===== config.mk =====
export PLATFORM = sky130hd
export DESIGN_NAME = mps_pin_mux
export DESIGN_NICKNAME = d
export VERILOG_FILES = /design/src/hdl/mps_pkg.sv /design/src/hdl/mps_pin_mux.sv /design/src/hdl/mps_pin_sync.sv
export SDC_FILE = /design/constraint.sdc
export NUM_CORES = 1
export LEC_CHECK = 0
export ABC_AREA = 1
export BUFFER_PORTS_ARGS = -buffer_cell sky130_fd_sc_hd__buf_2
export CAP_MARGIN = 20
export CORE_ASPECT_RATIO = 0.6
export CORE_UTILIZATION = 31
export DETAILED_ROUTE_END_ITERATION = 12
export PLACE_DENSITY = 0.48
export SLEW_MARGIN = 10
export SYNTH_ARGS = -nofsm -noshare
export SYNTH_HDL_FRONTEND = slang
export SYNTH_SLANG_ARGS = --single-unit

===== constraint.sdc =====
create_clock -name aclk -period 4.1 [get_ports aclk]
set_input_delay 0.41 -clock aclk [delete_from_list [all_inputs] [get_ports aclk]]
set_output_delay 0.41 -clock aclk [all_outputs]
set_load 0.05 [all_outputs]

===== src/hdl/mps_pkg.sv =====
package mps_pkg;

  // ****************************************
  // register indices and byte addresses
  // ****************************************
  // indices as the device numbers them; the byte address is four times the index
  localparam logic [7:0] IDX_GLOBAL = 8'h24;
  localparam logic [7:0] IDX_CFGADDR = 8'h26;
  localparam logic [7:0] IDX_PSEL_A = 8'h2a;
  localparam logic [7:0] IDX_PSEL_B = 8'h2b;
  localparam logic [7:0] IDX_PORT2 = 8'h30;
  localparam logic [7:0] IDX_STATUS = 8'h31;
  localparam logic [7:0] ADR_GLOBAL = {IDX_GLOBAL[5:0], 2'b00};
  localparam logic [7:0] ADR_CFGADDR = {IDX_CFGADDR[5:0], 2'b00};
  localparam logic [7:0] ADR_PSEL_A = {IDX_PSEL_A[5:0], 2'b00};
  localparam logic [7:0] ADR_PSEL_B = {IDX_PSEL_B[5:0], 2'b00};
  localparam logic [7:0] ADR_PORT2 = {IDX_PORT2[5:0], 2'b00};
  localparam logic [7:0] ADR_STATUS = {IDX_STATUS[5:0], 2'b00};

  // ****************************************
  // field positions
  // ****************************************
  localparam int B_SMI_LO = 3;
  localparam int B_PANOUT = 5;
  localparam int B_PANIN_LO = 6;
  localparam int A_CIR_LO = 4;
  localparam int GL_CLR = 0;
  localparam int GL_KBC = 2;
  localparam int GL_CLK48 = 6;
  localparam int CA_CFGPORT = 6;
  localparam int P2_ALT_LO = 8;
  localparam int P2_DIR_LO = 16;
  localparam int P2_GP69 = 24;
  localparam int P2_GP39 = 25;
  localparam int P2_LEGACY = 28;
  localparam logic [31:0] P2_MASK = 32'h133f_3f3f;

  // ****************************************
  // encodings and reset values
  // ****************************************
  localparam logic [1:0] SEL_DEF = 2'h0;
  localparam logic [1:0] SEL_GP = 2'h1;
  localparam logic [1:0] SEL_KBC = 2'h2;
  localparam logic [7:0] PSEL_RST = 8'h00;
  localparam logic [7:0] OPT_RST = 8'h00;
  localparam logic [31:0] P2_RST = 32'h0000_0000;
  localparam logic [1:0] RESP_OKAY = 2'h0;
  localparam logic [1:0] RESP_SLVERR = 2'h2;

  // ****************************************
  // indices into pin and keyboard-controller vectors
  // ****************************************
  localparam int SI_RTS = 0;
  localparam int SI_DTR = 1;
  localparam int SI_SOA = 2;
  localparam int SI_SOB = 3;
  localparam int SI_PIN0 = 4;
  localparam int KB_B13 = 0;
  localparam int KB_B14 = 1;
  localparam int KB_B15 = 2;
  localparam int KB_B16 = 3;
  localparam int KB_B20 = 4;
  localparam int KB_B21 = 5;
  localparam int PN_SUPPLY = 0;
  localparam int PN_SMI = 1;
  localparam int PN_PANOUT = 2;
  localparam int PN_PANIN = 3;
  localparam int PN_CIR = 4;
  localparam int PN_SUSPEND = 5;

endpackage


===== src/hdl/mps_pin_mux.sv =====
// Implementation choices: the placing of the registers and the AXI4-Lite slave port.
`timescale 1ns/100ps
`default_nettype none

module mps_pin_mux (
  input wire logic aclk,
  input wire logic aresetn,
  input wire logic [7:0] s_axi_awaddr,
  input wire logic s_axi_awvalid,
  output logic s_axi_awready,
  input wire logic [31:0] s_axi_wdata,
  input wire logic [3:0] s_axi_wstrb,
  input wire logic s_axi_wvalid,
  output logic s_axi_wready,
  output logic [1:0] s_axi_bresp,
  output logic s_axi_bvalid,
  input wire logic s_axi_bready,
  input wire logic [7:0] s_axi_araddr,
  input wire logic s_axi_arvalid,
  output logic s_axi_arready,
  output logic [31:0] s_axi_rdata,
  output logic [1:0] s_axi_rresp,
  output logic s_axi_rvalid,
  input wire logic s_axi_rready,
  input wire logic [5:0] shared_pin_i, // pins 69,70,72,73,40,39
  output logic [5:0] shared_pin_o,
  output logic [5:0] shared_pin_oe,
  input wire logic chan_a_request_send_n_i,
  output logic chan_a_request_send_n_o,
  output logic chan_a_request_send_n_oe,
  input wire logic chan_a_terminal_ready_n_i,
  output logic chan_a_terminal_ready_n_o,
  output logic chan_a_terminal_ready_n_oe,
  input wire logic chan_a_serial_out_i,
  output logic chan_a_serial_out_o,
  output logic chan_a_serial_out_oe,
  input wire logic chan_b_serial_out_i,
  output logic chan_b_serial_out_o,
  output logic chan_b_serial_out_oe,
  output logic strap_pulldown_en,
  input wire logic uart_a_rts_n,
  input wire logic uart_a_dtr_n,
  input wire logic uart_a_sout,
  input wire logic uart_b_sout,
  input wire logic supply_control_req,
  input wire logic pm_event,
  input wire logic panel_switch_out_req,
  input wire logic [5:0] kbc_port_o, // kbc bits 13,14,15,16,20,21
  input wire logic [5:0] kbc_port_oe,
  output logic [5:0] kbc_port_i,
  output logic panel_switch_in_n,
  output logic consumer_ir_receive,
  output logic suspend_c_in_n,
  output logic cfg_port_addr_sel,
  output logic default_clear_bit,
  output logic kbd_ctrl_enable_bit,
  output logic clk48_enable_bit
);

  // ****************************************
  // helpers
  // ****************************************
  // port-two bit number to the keyboard-controller bit it carries as alternate
  function automatic int kbc_idx(input int k);
    case (k)
      0: kbc_idx = mps_pkg::KB_B20;
      5: kbc_idx = mps_pkg::KB_B21;
      default: kbc_idx = k - 1;
    endcase
  endfunction

  function automatic logic is_mapped(input logic [7:0] a);
    is_mapped = (a == mps_pkg::ADR_GLOBAL) || (a == mps_pkg::ADR_CFGADDR) ||
      (a == mps_pkg::ADR_PSEL_A) || (a == mps_pkg::ADR_PSEL_B) ||
      (a == mps_pkg::ADR_PORT2) || (a == mps_pkg::ADR_STATUS);
  endfunction

  // ****************************************
  // pin synchronisers
  // ****************************************
  logic [9:0] lvl;
  logic [5:0] pin_lvl;

  mps_pin_sync #(.W(10)) u_sync (
    .aclk(aclk),
    .d({shared_pin_i, chan_b_serial_out_i, chan_a_serial_out_i,
        chan_a_terminal_ready_n_i, chan_a_request_send_n_i}),
    .q(lvl)
  );
  assign pin_lvl = lvl[mps_pkg::SI_PIN0 +: 6];

  // ****************************************
  // register bus
  // ****************************************
  logic aw_hold_reg, aw_hold_next, w_hold_reg, w_hold_next;
  logic [7:0] awaddr_reg, awaddr_next;
  logic [31:0] wdata_reg, wdata_next;
  logic [3:0] wstrb_reg, wstrb_next;
  logic awready_next, wready_next, bvalid_next, arready_next, rvalid_next;
  logic [1:0] bresp_next, rresp_next;
  logic [31:0] rdata_next;
  logic do_wr;
  logic [7:0] glob_reg, glob_next, cfga_reg, cfga_next, psa_reg, psa_next, psb_reg, psb_next;
  logic [31:0] p2_reg, p2_next;

  assign do_wr = aw_hold_reg && w_hold_reg && !s_axi_bvalid;

  // address and data may arrive in either order; the write happens once both are held
  always_comb begin
    aw_hold_next = aw_hold_reg;
    w_hold_next = w_hold_reg;
    awaddr_next = awaddr_reg;
    wdata_next = wdata_reg;
    wstrb_next = wstrb_reg;
    bvalid_next = s_axi_bvalid;
    bresp_next = s_axi_bresp;
    rvalid_next = s_axi_rvalid;
    rresp_next = s_axi_rresp;
    rdata_next = s_axi_rdata;
    if (s_axi_awvalid && s_axi_awready) begin
      aw_hold_next = 1'b1;
      awaddr_next = s_axi_awaddr;
    end
    if (s_axi_wvalid && s_axi_wready) begin
      w_hold_next = 1'b1;
      wdata_next = s_axi_wdata;
      wstrb_next = s_axi_wstrb;
    end
    if (s_axi_bvalid && s_axi_bready) begin
      bvalid_next = 1'b0;
    end
    if (do_wr) begin
      aw_hold_next = 1'b0;
      w_hold_next = 1'b0;
      bvalid_next = 1'b1;
      bresp_next = is_mapped(awaddr_reg) ? mps_pkg::RESP_OKAY : mps_pkg::RESP_SLVERR;
    end
    if (s_axi_rvalid && s_axi_rready) begin
      rvalid_next = 1'b0;
    end
    if (s_axi_arvalid && s_axi_arready) begin
      rvalid_next = 1'b1;
      rresp_next = is_mapped(s_axi_araddr) ? mps_pkg::RESP_OKAY : mps_pkg::RESP_SLVERR;
      case (s_axi_araddr)
        mps_pkg::ADR_GLOBAL: rdata_next = {24'h000000, glob_reg};
        mps_pkg::ADR_CFGADDR: rdata_next = {24'h000000, cfga_reg};
        mps_pkg::ADR_PSEL_A: rdata_next = {24'h000000, psa_reg};
        mps_pkg::ADR_PSEL_B: rdata_next = {24'h000000, psb_reg};
        mps_pkg::ADR_PORT2: rdata_next = p2_reg;
        mps_pkg::ADR_STATUS: rdata_next = {26'h0000000, pin_lvl};
        default: rdata_next = 32'h0000_0000;
      endcase
    end
    // one of each direction in flight keeps the slave free of queues
    awready_next = !aw_hold_next && !bvalid_next;
    wready_next = !w_hold_next && !bvalid_next;
    arready_next = !rvalid_next;
  end

  always_ff @(posedge aclk) begin
    if (!aresetn) begin
      aw_hold_reg <= 1'b0;
      w_hold_reg <= 1'b0;
      awaddr_reg <= 8'h00;
      wdata_reg <= 32'h0000_0000;
      wstrb_reg <= 4'h0;
      s_axi_awready <= 1'b0;
      s_axi_wready <= 1'b0;
      s_axi_bvalid <= 1'b0;
      s_axi_bresp <= mps_pkg::RESP_OKAY;
      s_axi_arready <= 1'b0;
      s_axi_rvalid <= 1'b0;
      s_axi_rresp <= mps_pkg::RESP_OKAY;
      s_axi_rdata <= 32'h0000_0000;
    end else begin
      aw_hold_reg <= aw_hold_next;
      w_hold_reg <= w_hold_next;
      awaddr_reg <= awaddr_next;
      wdata_reg <= wdata_next;
      wstrb_reg <= wstrb_next;
      s_axi_awready <= awready_next;
      s_axi_wready <= wready_next;
      s_axi_bvalid <= bvalid_next;
      s_axi_bresp <= bresp_next;
      s_axi_arready <= arready_next;
      s_axi_rvalid <= rvalid_next;
      s_axi_rresp <= rresp_next;
      s_axi_rdata <= rdata_next;
    end
  end

  // ****************************************
  // configuration registers and straps
  // ****************************************
  // while reset is held the straps are reloaded every edge, so the last level wins
  always_comb begin
    glob_next = glob_reg;
    cfga_next = cfga_reg;
    psa_next = psa_reg;
    psb_next = psb_reg;
    p2_next = p2_reg;
    if (!aresetn) begin
      glob_next = mps_pkg::OPT_RST;
      cfga_next = mps_pkg::OPT_RST;
      glob_next[mps_pkg::GL_CLR] = lvl[mps_pkg::SI_DTR];
      glob_next[mps_pkg::GL_KBC] = lvl[mps_pkg::SI_SOA];
      glob_next[mps_pkg::GL_CLK48] = lvl[mps_pkg::SI_SOB];
      cfga_next[mps_pkg::CA_CFGPORT] = lvl[mps_pkg::SI_RTS];
      psa_next = mps_pkg::PSEL_RST;
      psb_next = mps_pkg::PSEL_RST;
      p2_next = mps_pkg::P2_RST;
    end else if (do_wr) begin
      if (wstrb_reg[0]) begin
        case (awaddr_reg)
          mps_pkg::ADR_GLOBAL: glob_next = wdata_reg[7:0];
          mps_pkg::ADR_CFGADDR: cfga_next = wdata_reg[7:0];
          mps_pkg::ADR_PSEL_A: psa_next = wdata_reg[7:0];
          mps_pkg::ADR_PSEL_B: psb_next = wdata_reg[7:0];
          default: ;
        endcase
      end
      if (awaddr_reg == mps_pkg::ADR_PORT2) begin
        for (int b = 0; b < 4; b++) begin
          if (wstrb_reg[b]) begin
            p2_next[8*b +: 8] = wdata_reg[8*b +: 8] & mps_pkg::P2_MASK[8*b +: 8];
          end
        end
      end
    end
  end

  // sync reset: the strap load above is an ordinary clocked capture
  always_ff @(posedge aclk) begin
    glob_reg <= glob_next;
    cfga_reg <= cfga_next;
    psa_reg <= psa_next;
    psb_reg <= psb_next;
    p2_reg <= p2_next;
  end

  // ****************************************
  // pin routing
  // ****************************************
  logic [1:0] sel_smi, sel_panin, sel_cir;
  logic [5:0] sel_gp;
  logic [5:0] pin_o_next, pin_oe_next, kin_next;
  logic pan_in_next, cir_next, suspend_next;

  assign sel_smi = psb_reg[mps_pkg::B_SMI_LO +: 2];
  assign sel_panin = psb_reg[mps_pkg::B_PANIN_LO +: 2];
  assign sel_cir = psa_reg[mps_pkg::A_CIR_LO +: 2];
  assign sel_gp[mps_pkg::PN_SUPPLY] = p2_reg[mps_pkg::P2_GP69];
  assign sel_gp[mps_pkg::PN_SMI] = (sel_smi == mps_pkg::SEL_GP);
  assign sel_gp[mps_pkg::PN_PANOUT] = psb_reg[mps_pkg::B_PANOUT];
  assign sel_gp[mps_pkg::PN_PANIN] = (sel_panin == mps_pkg::SEL_GP);
  assign sel_gp[mps_pkg::PN_CIR] = (sel_cir == mps_pkg::SEL_GP);
  assign sel_gp[mps_pkg::PN_SUSPEND] = p2_reg[mps_pkg::P2_GP39];

  // default functions first; gp and kbc choices override, odd codes fall through
  always_comb begin
    pin_o_next = 6'h00;
    pin_oe_next = 6'h00;
    kin_next = 6'h3f;
    pin_oe_next[mps_pkg::PN_SUPPLY] = supply_control_req;
    pin_oe_next[mps_pkg::PN_SMI] = p2_reg[mps_pkg::P2_LEGACY] && pm_event;
    pin_oe_next[mps_pkg::PN_PANOUT] = panel_switch_out_req;
    if (sel_smi == mps_pkg::SEL_KBC) begin
      pin_o_next[mps_pkg::PN_SMI] = kbc_port_o[mps_pkg::KB_B16];
      pin_oe_next[mps_pkg::PN_SMI] = kbc_port_oe[mps_pkg::KB_B16];
      kin_next[mps_pkg::KB_B16] = pin_lvl[mps_pkg::PN_SMI];
    end
    if (sel_cir == mps_pkg::SEL_KBC) begin
      pin_o_next[mps_pkg::PN_CIR] = kbc_port_o[mps_pkg::KB_B13];
      pin_oe_next[mps_pkg::PN_CIR] = kbc_port_oe[mps_pkg::KB_B13];
      kin_next[mps_pkg::KB_B13] = pin_lvl[mps_pkg::PN_CIR];
    end
    for (int k = 0; k < 6; k++) begin
      if (sel_gp[k]) begin
        if (p2_reg[mps_pkg::P2_ALT_LO + k]) begin
          pin_o_next[k] = kbc_port_o[kbc_idx(k)];
          pin_oe_next[k] = kbc_port_oe[kbc_idx(k)];
          kin_next[kbc_idx(k)] = pin_lvl[k];
        end else begin
          pin_o_next[k] = p2_reg[k];
          pin_oe_next[k] = p2_reg[mps_pkg::P2_DIR_LO + k];
        end
      end
    end
    pan_in_next = (sel_panin == mps_pkg::SEL_GP) ? 1'b1 : pin_lvl[mps_pkg::PN_PANIN];
    cir_next = (sel_cir == mps_pkg::SEL_GP || sel_cir == mps_pkg::SEL_KBC) ? 1'b1 :
      pin_lvl[mps_pkg::PN_CIR];
    suspend_next = sel_gp[mps_pkg::PN_SUSPEND] ? 1'b1 : pin_lvl[mps_pkg::PN_SUSPEND];
  end

  // strap pins: pulled down and undriven in reset, uart outputs afterwards
  always_ff @(posedge aclk) begin
    if (!aresetn) begin
      shared_pin_o <= 6'h00;
      shared_pin_oe <= 6'h00;
      kbc_port_i <= 6'h3f;
      panel_switch_in_n <= 1'b1;
      consumer_ir_receive <= 1'b1;
      suspend_c_in_n <= 1'b1;
      strap_pulldown_en <= 1'b1;
      chan_a_request_send_n_oe <= 1'b0;
      chan_a_terminal_ready_n_oe <= 1'b0;
      chan_a_serial_out_oe <= 1'b0;
      chan_b_serial_out_oe <= 1'b0;
      chan_a_request_send_n_o <= 1'b1;
      chan_a_terminal_ready_n_o <= 1'b1;
      chan_a_serial_out_o <= 1'b1;
      chan_b_serial_out_o <= 1'b1;
    end else begin
      shared_pin_o <= pin_o_next;
      shared_pin_oe <= pin_oe_next;
      kbc_port_i <= kin_next;
      panel_switch_in_n <= pan_in_next;
      consumer_ir_receive <= cir_next;
      suspend_c_in_n <= suspend_next;
      strap_pulldown_en <= 1'b0;
      chan_a_request_send_n_oe <= 1'b1;
      chan_a_terminal_ready_n_oe <= 1'b1;
      chan_a_serial_out_oe <= 1'b1;
      chan_b_serial_out_oe <= 1'b1;
      chan_a_request_send_n_o <= uart_a_rts_n;
      chan_a_terminal_ready_n_o <= uart_a_dtr_n;
      chan_a_serial_out_o <= uart_a_sout;
      chan_b_serial_out_o <= uart_b_sout;
    end
  end

  assign cfg_port_addr_sel = cfga_reg[mps_pkg::CA_CFGPORT];
  assign default_clear_bit = glob_reg[mps_pkg::GL_CLR];
  assign kbd_ctrl_enable_bit = glob_reg[mps_pkg::GL_KBC];
  assign clk48_enable_bit = glob_reg[mps_pkg::GL_CLK48];

  // ****************************************
  // checks
  // ****************************************
  property p_smi_low;
    @(posedge aclk) disable iff (!aresetn)
      (sel_smi != mps_pkg::SEL_GP && sel_smi != mps_pkg::SEL_KBC &&
       p2_reg[mps_pkg::P2_LEGACY] && pm_event) |=> (shared_pin_oe[1] && !shared_pin_o[1]);
  endproperty
  a_smi_low: assert property (p_smi_low) else $error("smi pin not pulled low");

  property p_smi_kbc;
    @(posedge aclk) disable iff (!aresetn)
      (sel_smi == mps_pkg::SEL_KBC) |=> (shared_pin_o[1] == $past(kbc_port_o[3]));
  endproperty
  a_smi_kbc: assert property (p_smi_kbc) else $error("pin 70 not carrying kbc bit 16");

  property p_panout;
    @(posedge aclk) disable iff (!aresetn)
      (!psb_reg[5] && panel_switch_out_req) |=> (shared_pin_oe[2] && !shared_pin_o[2]);
  endproperty
  a_panout: assert property (p_panout) else $error("panel switch output not driven");

  property p_panin;
    @(posedge aclk) disable iff (!aresetn)
      (sel_panin == mps_pkg::SEL_DEF) |=> (!shared_pin_oe[3] && panel_switch_in_n == $past(pin_lvl[3]));
  endproperty
  a_panin: assert property (p_panin) else $error("panel switch input not routed");

  property p_cir_kbc;
    @(posedge aclk) disable iff (!aresetn)
      (sel_cir == mps_pkg::SEL_KBC) |=> (shared_pin_oe[4] == $past(kbc_port_oe[0]));
  endproperty
  a_cir_kbc: assert property (p_cir_kbc) else $error("ir pin not carrying kbc bit 13");

  property p_kbd_reset;
    @(posedge aclk) disable iff (!aresetn)
      (p2_reg[24] && p2_reg[8]) |=> (shared_pin_o[0] == $past(kbc_port_o[4]));
  endproperty
  a_kbd_reset: assert property (p_kbd_reset) else $error("keyboard reset not on pin 69");

  property p_straps;
    @(posedge aclk) disable iff (!aresetn)
      $rose(aresetn) |-> (cfga_reg[6] == $past(lvl[0]) && glob_reg[0] == $past(lvl[1]) &&
        glob_reg[2] == $past(lvl[2]) && glob_reg[6] == $past(lvl[3]));
  endproperty
  a_straps: assert property (p_straps) else $error("strap not latched");

  property p_release;
    @(posedge aclk) disable iff (!aresetn)
      $rose(aresetn) |=> (!strap_pulldown_en && chan_a_serial_out_oe && chan_b_serial_out_oe)
        [*2];
  endproperty
  a_release: assert property (p_release) else $error("strap pins not released");

  property p_odd_code;
    @(posedge aclk) disable iff (!aresetn)
      (sel_smi == 2'h3 && !pm_event) |=> !shared_pin_oe[1];
  endproperty
  a_odd_code: assert property (p_odd_code) else $error("odd select code drives pin");

endmodule

`default_nettype wire


===== src/hdl/mps_pin_sync.sv =====
`timescale 1ns/100ps
`default_nettype none

// ****************************************
// three-stage pin synchroniser
// ****************************************
module mps_pin_sync #(
  parameter int W = 10
) (
  input wire logic aclk,
  input wire logic [W-1:0] d,
  output logic [W-1:0] q
);

  logic [W-1:0] s1_reg;
  logic [W-1:0] s2_reg;
  logic [W-1:0] s3_reg;
  logic [W-1:0] q_next;

  // a level counts once the second and third stages agree
  always_comb begin
    q_next = (s2_reg & s3_reg) | (q & (s2_reg ^ s3_reg));
  end

  // no reset here: straps must be sampled while reset is held
  always_ff @(posedge aclk) begin
    s1_reg <= d;
    s2_reg <= s1_reg;
    s3_reg <= s2_reg;
    q <= q_next;
  end

endmodule

`default_nettype wire


# Word level (Yosys, flattened, before mapping)
# Index checks and enable logic that the tools add are counted.
[totals] reg_bits=204 out_inout_bits=75 mem_bits_ro=0 word_cells=255 mem_bits_rw=0 latch_bits=0 memories=0
[op_classes] eq_ne=21 reduce_logical=49 div=0 addsub=0 order_cmp=12 multipliers=0 shifts=0 n_bitwise=5 mux=123
[ops] cell="$mux 32" count=12
[ops] cell="$ge 32x1->1 const B" count=6
[ops] cell="$lt 32x5->1 const B" count=6
[ops] cell="$pmux 29 s6" count=1
[ops] cell="$eq 8x8->1 const B" count=12
[ops] cell="$mux 6" count=12
[ops] cell="$mux 1" count=64
[ops] cell="$mux 7" count=8
[ops] cell="$bmux 1 s3" count=12
[ops] cell="$bwmux 6" count=6
[ops] cell="$reduce_and 3->1" count=10
[ops] cell="$and 10x10->10" count=2
[ops] cell="$demux 1 s3" count=6
[ops] cell="$logic_and 1x1->1" count=16
[ops] cell="$logic_or 1x1->1" count=11
[ops] cell="$or 10x10->10" count=1
[ops] cell="$xor 10x10->10" count=1
[ops] cell="$ne 2x1->1 const B" count=4
[ops] cell="$reduce_and 2->1" count=4
[ops] cell="$eq 2x1->1 const B" count=3
[ops] cell="$reduce_or 2->1" count=3
[ops] cell="$logic_not 1->1" count=5
[ops] cell="$eq 2x2->1 const B" count=2
[ops] cell="$mux 2" count=2
[ops] cell="$not 1->1" count=1

# Longest topological paths before layout
# Gate-level depths: netlist of the first run.
[depth] ltp_word=24 mapped_depth=9

# By module
# Synthesis of the first run repeated with hierarchy kept, for this count alone.
[hier_totals] cells_unflattened=850 hier_area_um2=7001.7
[by_module_without_submodules] module="mps_pin_mux" seq_area_each_um2=2982.9 cells_each=770 instances=1 area_each_um2=5963.2
[by_module_without_submodules] module="mps_pin_sync" seq_area_each_um2=800.8 cells_each=80 instances=1 area_each_um2=1038.5

# Worst setup path after synthesis of the first run
# OpenSTA, ideal clock, no wires.
[synth_timing] kind="register to register" start="register s_axi_bvalid" end="register glob_reg[0] (enable)" n_path_buf=1 arrival_ps=1438 required_ps=3798 stages_incl_launch_ff=7 setup_slack_ps=2360 setup_time_ps=302 path_cell_list="dfxtp_1 > nor3_4 > inv_4 > nor2_8 > buf_12 > nand2_4 > nand2_1"
[synth_between] elab_chain_cells=4
[synth_lines] element="start: declaration" line="mps_pin_mux.sv:16" source="output logic s_axi_bvalid,"
[synth_lines] element="start signal: assignment" line="mps_pin_mux.sv:183" source="s_axi_bvalid <= bvalid_next;"
[synth_lines] element="$logic_not 1->1" line="mps_pin_mux.sv:106" source="assign do_wr = aw_hold_reg && w_hold_reg && !s_axi_bvalid;"
[synth_lines] element="$logic_and 1x1->1" line="mps_pin_mux.sv:106"
[synth_lines] element="$ne 2x1->1 (no line)"
[synth_lines] element="$reduce_and 3->1 (no line)"
[synth_lines] element="end signal: assignment" line="mps_pin_mux.sv:234" source="glob_reg <= glob_next;"
[synth_lines] element="end: declaration" line="mps_pin_mux.sv:103" source="logic [7:0] glob_reg, glob_next, cfga_reg, cfga_next, psa_reg, psa_next, psb_reg, psb_next;"
# No other way between the ends.
# A chain may end at the register's enable or synchronous reset.

# Worst setup path in the final report of the first run
[layout_timing] start="register s_axi_wready" end="register s_axi_wready"
[layout_between] elab_chain_cells=5
[layout_lines] element="start: declaration" line="mps_pin_mux.sv:14" source="output logic s_axi_wready,"
[layout_lines] element="start signal: assignment" line="mps_pin_mux.sv:182" source="s_axi_wready <= wready_next;"
[layout_lines] element="$logic_and 1x1->1" line="mps_pin_mux.sv:124" source="if (s_axi_wvalid && s_axi_wready) begin"
[layout_lines] element="$mux 1" line="mps_pin_mux.sv:124"
[layout_lines] element="$mux 1" line="mps_pin_mux.sv:132" source="if (do_wr) begin"
[layout_lines] element="$logic_not 1->1" line="mps_pin_mux.sv:156" source="wready_next = !w_hold_next && !bvalid_next;"
[layout_lines] element="$logic_and 1x1->1" line="mps_pin_mux.sv:156"
# No other way between the ends.

==> impl_metrics.yaml, run 1 <==
sta:
  fmax_mhz: 428
  rsz0062_at_grt: "false"
  period_needed_ns: 2.33
  timing.slew.headroom_pct: 30.1
  final-max-slew-violation-count: 0
  setup-violations-final: 0
  setup_tns_ns: 0
  hold_violations: 0
  finClkSkew_ns: 0.00951
  worst_slew_pin_slew_ns: 1.05
  fin_ws_ns: 1.77
  fin_crit_sh_pct: 56.9
clocking:
  cts.repair.resized: 0
  clk_pin_slew_ns: 0.07
  cts_buffer_depth: 2
  cts_setup_buffers: 0
  cts_root_buffer: "clkbuf_16"
  clock-sinks: 187
  cts-htree-levels: 4
  postCtsHoldBufs: 0
  clock_latency_ns: 0.44
  cts_tree: "yes"
  cts_buffers: 17
routing:
  drtIter0Drc: 431
  vias_per_cell: 4.59
  num_vias: 5781
  firstDrtPassIters: 4
  wl_per_cell_um: 16.0
  ant_nets: 0
  drc: 0
  wl_um: 20100
place:
  pre_cts_ws_ns: 1.56
  finalWeightedCongestion: 0.785
  dpl.hpwl_um: 14600
  dpl_cell_area_sq_um: 7770
  numPortBuffers: 142
global_routing:
  grt_pass1_vias: 5299
  busiest_layer: "met1"
  grt_use_total_pct: 17.8
  met2_usage_pct: 21.1
  grt_max_degree: 98
  globalRouteOverflowTotal: 0
  grt_util_met1_pct: 29.3
  antenna_found_initial: 1
  grt_pass1_wl_um: 30800
  use_met3_pct: 4.76
worst_setup_path:
  r2r_cells: 3
  path_buf_inv: 1
  crit_required_ns: 4.43
  cp_data_arrival_time_ns: 2.67
  cpLargestDelayFamily: "simple AND/OR/NAND/NOR gates"
  cp_max_fo: 30
  endpoint_kind: "register"
  worstSetupPathType: "reg2reg"
  slowest_delay_ns: 0.89
  cp.depth: 3
  crit_chain: "nand2_1, clkinv_1, nor3_1"
  cp-start-kind: "register"
  crit_path_top_delay_cell: "clkinv_1"
yosys:
  synth_edf_count: 4
  synth.avg_cell_area_sq_um: 8.24
  yosysMostFrequentCell: "dfxtp_1"
  synth.area.top_cells: "dfxtp_1, nand2_1, a21oi_1"
  synth_top_area_cell: "dfxtp_1"
  synth-seq-cells: 187
  synth_top_area_share_pct: 53.1
  async_flop_share_pct: 0
  syn_inst: 838
  synth_common_cells: "dfxtp_1, nand2_1, nor2_1"
  ys_warn_count: 0
  ys.flop_type: "dfxtp_1"
  synth.distinct_cells: 38
  synth.cell_area_sq_um: 6910
  seq_area_frac_synth_pct: 54.8
floorplan:
  die_x_um: 195
  core-area_sq_um: 21400
  initial_core_util_pct: 32.2
  io_pins: 163
  dieArea_sq_um: 22900
  dieHeight_um: 118
  rows: 41
power:
  peakVddDrop_uv: 251
  power_density_nw_per_um2: 478
  p_leak_nw: 3.61
finish:
  nNetsFinal: 1067
  final_cell_area_sq_um: 8360
  antennaDiodeCount: 0
  drive_gt1_share_pct: 20.1
  area_growth_pct: 21.1
  fillerInstances: 2225
min_path:
  holdCritPathClass: "in2reg"
  min_delay_path_depth: 1
run_status:
  status: "complete, no violations"
job:
  drv_cap: 0
==> cell type report <==
type	count	area [sq um]	area share (%)
clock buffer	19	464	5.55
clock inverter	13	130	1.56
inverter	61	231	2.77
multi-input combinational	554	2660	31.9
sequential	187	3780	45.2
tap	279	349	4.17
timing repair buffer	146	741	8.86
==> stage by stage <==
step           utilization (%)  hold WS, ns  power (mW)  cells
2_1_floorplan                -        0.310        2.25    848
3_5_place_dp              36.2        0.312        2.37   1227
4_1_cts                   39.0       0.0495        4.03   1259
5_1_grt                   39.0       0.0511        4.15   1259
6_report                  39.0       0.0693        3.99   1259
3_3_place_gp              36.2        0.311        2.37   1227
==> cell usage in the layout, fill, tap and decap left out, types with 5 or more instances in the layout <==
| cell | n |
|---|---|
| nor2_2 | 5 |
| o21ai_0 | 85 |
| clkbuf_16 | 18 |
| inv_1 | 58 |
| nand4_1 | 7 |
| nor2_1 | 100 |
| buf_2 | 142 |
| a21o_1 | 10 |
| nand3_1 | 51 |
| nand2_1 | 146 |
| a21oi_1 | 97 |
| dfxtp_1 | 183 |
| o21ai_1 | 7 |
| conb_1 | 11 |
| ha_1 | 12 |
==> power by group <==
part | leakage, nW | internal [mW] | switching (mW)
Sequential | 1.54 | 1.91 | 0.0544
Clock | 0.281 | 0.904 | 0.759
Combinational | 1.78 | 0.101 | 0.268
Total | 3.61 | 2.91 | 1.08
==> kinds of logic after synthesis <==
| logic type | after synthesis | synth area share, % |
|---|---|---|
| buffers and inverters | 107 | 7.21 |
| AO/OA/AOI/OAI | 205 | 15.5 |
| other | 1 | 0.0543 |
| adder cells (fa/ha/maj) | 12 | 2.17 |
| AND/OR/NAND/NOR | 326 | 20.3 |
| flip-flops | 187 | 54.8 |
==> per-layer routing <==
metal	wire length [um]	part of all wire (%)
met2	6980	35
met3	1310	6.5
met5	8	0.040
met1	11600	58
met4	200	1.0
==> path summary, 6_finish.rpt <==
check,from,end,slack [ns]
hold reg to reg,u_sync.s1_reg[6],u_sync.s2_reg[6],0.33
setup reg to reg,s_axi_wready,s_axi_wready,1.77
hold / removal,chan_a_serial_out_i,u_sync.s1_reg[2],0.07
setup / recovery,s_axi_wready,s_axi_wready,1.77
No activity file was read; power rests on OpenSTA's default activity.
==> run 2: changes to the inputs <==
--- a/config.mk
+++ b/config.mk
@@ -5,13 +5,13 @@
 export SDC_FILE = /design/constraint.sdc
 export NUM_CORES = 1
 export LEC_CHECK = 0
-export ABC_AREA = 1
+export ABC_AREA = 0
 export BUFFER_PORTS_ARGS = -buffer_cell sky130_fd_sc_hd__buf_2
 export CAP_MARGIN = 20
 export CORE_ASPECT_RATIO = 0.6
 export CORE_UTILIZATION = 31
 export DETAILED_ROUTE_END_ITERATION = 12
-export PLACE_DENSITY = 0.48
+export PLACE_DENSITY = 0.5
 export SLEW_MARGIN = 10
 export SYNTH_ARGS = -nofsm -noshare
 export SYNTH_HDL_FRONTEND = slang
==> constraint.sdc (replaced) <==
create_clock -name aclk -period 2 [get_ports aclk]
set_input_delay 0.2 -clock aclk [delete_from_list [all_inputs] [get_ports aclk]]
set_output_delay 0.2 -clock aclk [all_outputs]
set_load 0.05 [all_outputs]
==> run 2 against run 1 <==
Final cell count shrank 1.9%. Synthesized cell count is 12% lower. Non-clock buffer count rose by 58. Power grew 100%. Sequential cell count did not move. Worst setup slack got worse by 1.5 ns. Hold slack got worse by 0.055 ns. Clock power grew 99%. Critical endpoint is now psa_reg[5].
==> impl_metrics.yaml, run 2 <==
worst_setup_path:
  crit_path_top_delay_cell: "nand3_1"
  slowest_delay_ns: 0.39
  worstSetupPathType: "reg2reg"
  crit_chain: "and3b_1, buf_4, nand3_1, o21ai_0, a21oi_1"
  path_buf_inv: 1
  cp_data_arrival_time_ns: 2.00
  crit_required_ns: 2.31
  cp-start-kind: "register"
  cp_max_fo: 14
  cpLargestDelayFamily: "simple AND/OR/NAND/NOR gates"
  endpoint_kind: "register"
  r2r_setup_slack_ns: 0.30
clocking:
  clk_pin_slew_ns: 0.07
  cts_root_buffer: "clkbuf_16"
  cts_setup_buffers: 0
  cts_buffers: 17
  postCtsHoldBufs: 37
  cts_buffer_depth: 2
  cts.repair.resized: 0
  cts-htree-levels: 4
  clock-sinks: 187
  cts_tree: "yes"
  clock_latency_ns: 0.45
yosys:
  async_flop_share_pct: 0
  synthMuxAreaShare_pct: 6.21
  synth.area.top_cells: "dfxtp_1, a21oi_1, nand2_1"
  synth_common_cells: "dfxtp_1, nand2_1, a21oi_1"
  synth-seq-cells: 187
  synthSimpleGateAreaFrac_pct: 17.6
  synth.cell_area_sq_um: 7020
  synth_top_family_by_area: "simple AND/OR/NAND/NOR gates"
  synthAdderAreaFrac_pct: 2.14
  synth_top_area_share_pct: 52.2
  seq_area_frac_synth_pct: 53.9
  syn_inst: 739
  synth_edf_count: 4
  synth.avg_cell_area_sq_um: 9.49
  synth.distinct_cells: 52
  yosysMostFrequentCell: "dfxtp_1"
  ys.flop_type: "dfxtp_1"
  synth_top_area_cell: "dfxtp_1"
  synth-xor-area-share_pct: 0
  ys_warn_count: 0
  synth_compound_area_share_pct: 15.4
sta:
  whs_ns: 0.0146
  setup_tns_ns: 0
  timing.slew.headroom_pct: 58.9
  finClkSkew_ns: 0.00980
  setup-violations-final: 0
  fin_crit_sh_pct: 84.8
  fmax_mhz: 590
  final-max-slew-violation-count: 0
  fin_ws_ns: 0.304
  worst_slew_pin_slew_ns: 0.615
  hold_violations: 0
  period_needed_ns: 1.70
  rsz0062_at_grt: "false"
floorplan:
  rows: 42
  die_x_um: 196
  core-area_sq_um: 22100
  dieHeight_um: 119
  io_pins: 163
  dieArea_sq_um: 23300
  initial_core_util_pct: 31.7
finish:
  area_growth_pct: 28.5
  layout_common_cells: "dfxtp_1, buf_2, nand2_1"
  final_common_cell: "dfxtp_1"
  final_util_pct: 40.7
  nNetsFinal: 1014
  drive_gt1_share_pct: 24.8
  antennaDiodeCount: 0
  final_cell_area_sq_um: 9010
place:
  numPortBuffers: 142
  pre_cts_ws_ns: 0.295
  dpl_cell_area_sq_um: 8080
  finalWeightedCongestion: 0.788
  dpl.hpwl_um: 14600
global_routing:
  grt_use_total_pct: 17.9
  globalRouteOverflowTotal: 0
  grt_max_degree: 44
  antenna_found_initial: 0
  grt_pass1_wl_um: 31200
  grt_pass1_vias: 5369
routing:
  wl_um: 20300
  drtIter0Drc: 349
  firstDrtPassIters: 5
  ant_nets: 0
  num_vias: 5801
  vias_per_cell: 4.70
  wl_per_cell_um: 16.4
  drc: 0
job:
  drv_cap: 0
power:
  p_leak_nw: 3.54
  power_density_nw_per_um2: 884
  peakVddDrop_uv: 569
min_path:
  holdCritPathClass: "in2reg"
run_status:
  status: "complete, no violations"
## run 2: worst paths after layout
check / start / to / cells after the start
max reg2reg: s_axi_bvalid / psa_reg[5] / 5
min: s_axi_wdata[12] / wdata_reg[12] / 3
max: s_axi_bvalid / psa_reg[5] / 5
min reg2reg: u_sync.s1_reg[9] / u_sync.s2_reg[9] / 0
## run 2: report_power, final
part | internal [mW] | switching, mW | leakage, nW
clock | 1.67 | 1.62 | 0.272
combinational | 0.259 | 0.450 | 1.73
sequential | 3.87 | 0.0985 | 1.54
## run 2: area by class of cell
type                            instances  area (sq um)
Clock buffer                           18           439
Sequential cell                       187          3780
Multi-Input combinational cell        495          2940
Timing Repair Buffer                  204          1310
Inverter                                9          33.8
Tap cell                              308           385
Clock inverter                         14           125
Fill cell                            2257         13100
## run 2: logic make-up after synthesis
kind of cell,count (synthesis)
AOI/OAI and AO/OA,186
adders and majority gates,12
buffers and inverters,67
DFF,187
muxes,41
other,1
and+or+nand+nor,245
## run 2: worst reg2reg max path: stages (launching register included)
cell     delay, ns
dfxtp_1       0.34
and3b_1       0.27
buf_4         0.17
nand3_1       0.39
o21ai_0       0.30
a21oi_1       0.09
## run 2: routing by layer
layer,GRT usage (%),routed length (um),up-vias,part of all wire [%]
li1,-,-,2928,-
met1,28.9,11500,2705,57
met2,22.4,7440,148,37
met3,4.34,1090,20,5.4
met4,4.74,221,0,1.1
met5,0,0,-,0
## run 2: stage by stage
stage          cells  power, mW
6_report        1235       7.97
5_1_grt         1235       8.27
4_1_cts         1235       8.05
3_5_place_dp    1166       4.71
3_3_place_gp    1166       4.70
2_1_floorplan    749       4.48
==> run 3: changes to the inputs <==
--- a/config.mk
+++ b/config.mk
@@ -11,7 +11,7 @@
 export CORE_ASPECT_RATIO = 0.6
 export CORE_UTILIZATION = 31
 export DETAILED_ROUTE_END_ITERATION = 12
-export PLACE_DENSITY = 0.5
+export PLACE_DENSITY = 0.48
 export SLEW_MARGIN = 10
 export SYNTH_ARGS = -nofsm -noshare
 export SYNTH_HDL_FRONTEND = slang
==> constraint.sdc (replaced) <==
create_clock -name aclk -period 1.7 [get_ports aclk]
set_input_delay 0.17 -clock aclk [delete_from_list [all_inputs] [get_ports aclk]]
set_output_delay 0.17 -clock aclk [all_outputs]
set_load 0.05 [all_outputs]
==> run 3 against run 2 <==
Clock power up 25%. Global-route usage up 0.33 points. Critical path depth unchanged. Utilization up 1.8 points. Count of clock-buffer cells in the layout unchanged. Sequential share of layout area down 1.7 points. Critical path type unchanged. Critical endpoint is now cfga_reg[6]. Highest routed layer unchanged.
==> impl_metrics.yaml, run 3 (synthesis gave the netlist of run 2 again) <==
clocking:
  cts_root_buffer: "clkbuf_16"
  cts_buffers: 17
  cts_buffer_depth: 2
  clock-sinks: 187
  cts_setup_buffers: 0
  clk_pin_slew_ns: 0.07
  cts_tree: "yes"
  clock_latency_ns: 0.44
  cts-htree-levels: 4
power:
  p_leak_nw: 3.74
  peakVddDrop_uv: 595
  power_density_nw_per_um2: 1030
finish:
  antennaDiodeCount: 0
  area_growth_pct: 34.2
  fin_cells: 1269
  drive_gt1_share_pct: 25.6
  fillerInstances: 2183
  layout_common_cells: "dfxtp_1, buf_2, nand2_1"
  final_common_cell: "dfxtp_1"
  regArea_sq_um: 3790
  multiInputGateArea_sq_um: 2940
  nNetsFinal: 1048
routing:
  drtIter0Drc: 326
  firstDrtPassIters: 5
  num_vias: 5940
  drc: 0
  wl_per_cell_um: 16.2
  wl_um: 20600
  vias_per_cell: 4.68
  ant_nets: 0
sta:
  setup-violations-final: 0
  setup_tns_ns: 0
  rsz0062_at_grt: "false"
  hold_violations: 0
  finClkSkew_ns: 0.00758
  fin_crit_sh_pct: 94.3
  final-max-slew-violation-count: 0
  period_needed_ns: 1.60
  fmax_mhz: 624
global_routing:
  grt_max_degree: 94
  grt_pass1_vias: 5505
  globalRouteOverflowTotal: 0
  grt_use_total_pct: 18.2
  antenna_found_initial: 0
  grt_pass1_wl_um: 32100
worst_setup_path:
  slowest_delay_ns: 0.35
  worstSetupPathType: "reg2reg"
  path_buf_inv: 1
  cp_data_arrival_time_ns: 1.76
  cp-start-kind: "register"
  cpLargestDelayFamily: "simple AND/OR/NAND/NOR gates"
  endpoint_kind: "register"
  cp_max_fo: 8
  crit_chain: "and3b_1, nand4_1, nor3b_1, buf_4, nand2b_1"
  crit_path_top_delay_cell: "dfxtp_4"
  crit_required_ns: 1.86
floorplan:
  dieArea_sq_um: 23300
  initial_core_util_pct: 31.7
  die_x_um: 196
  io_pins: 163
  core-area_sq_um: 22100
  dieHeight_um: 119
  rows: 42
place:
  dp_cells: 1180
  numPortBuffers: 142
  finalWeightedCongestion: 0.779
  dpl.hpwl_um: 14600
min_path:
  holdCritPathClass: "in2reg"
job:
  drv_cap: 0
run_status:
  status: "complete, no violations"
==> run 3: cell types whose count changed in the layout (fill, tap and decap cells not counted), moves of 2 or more <==
cell	before	now
inv_6	4	7
bufinv_16	0	2
clkinvlp_4	3	1
inv_8	4	0
clkinv_2	1	3
buf_4	22	32
buf_12	3	7
dlygate4sd3_1	37	57
==> run 3: per-layer routing <==
layer  global-route usage [%]  wire length, um
met5                        0                0
met4                     6.01              174
met3                     4.08             1170
met2                     23.0             7760
met1                     29.1            11500
==> run 3: area by class of cell <==
class / count / area share (%)
clock inverters: 14 / 1.62
multi-input cells: 495 / 31.3
well taps: 308 / 4.09
repair buffers: 238 / 17.6
inverters: 9 / 0.359
flip-flops and latches: 187 / 40.2
clock buffers: 18 / 4.78
==> run 3: timing repair <==
item | CTS | global route
gates resized for setup | 0 | 1
hold buffers | 57 | 0
endpoints found under the hold margin | 57 | 0
setup endpoints to repair | 0 | 3
==> run 3: path summary, 6_finish.rpt <==
path	slack (ns)	end	depth (start not counted)	from
max	0.1	cfga_reg[6]	5	s_axi_bvalid
min	0.02	awaddr_reg[1]	3	s_axi_awaddr[1]
max reg2reg	0.1	cfga_reg[6]	5	s_axi_bvalid
min reg2reg	0.32	u_sync.s2_reg[7]	0	u_sync.s1_reg[7]
==> run 3: worst min-delay path, stage by stage <==
cell,delay (ns)
buf_2,0.10
nand3_1,0.08
a21oi_1,0.06
==> run 3: metrics by stage <==
step | hold slack [ns] | cell area (sq um) | power [mW] | util (%) | worst slack [ns]
finish | 0.0202 | 9420 | 9.69 | 42.6 | 0.0973
floorplan | 0.198 | 7060 | 5.27 | - | 0.0164
global placement | 0.276 | 8240 | 5.55 | 37.2 | 0.0709
global route | 0.0256 | 9420 | 10.1 | 42.6 | 0.0171
detailed placement | 0.274 | 8240 | 5.55 | 37.2 | 0.0501
CTS | 0.00294 | 9410 | 9.81 | 42.5 | 0.0469
==> run 3: power breakdown <==
part / internal, mW / switching [mW]
Combinational: 0.350 / 0.539
Sequential: 4.55 / 0.113
Clock: 2.28 / 1.86
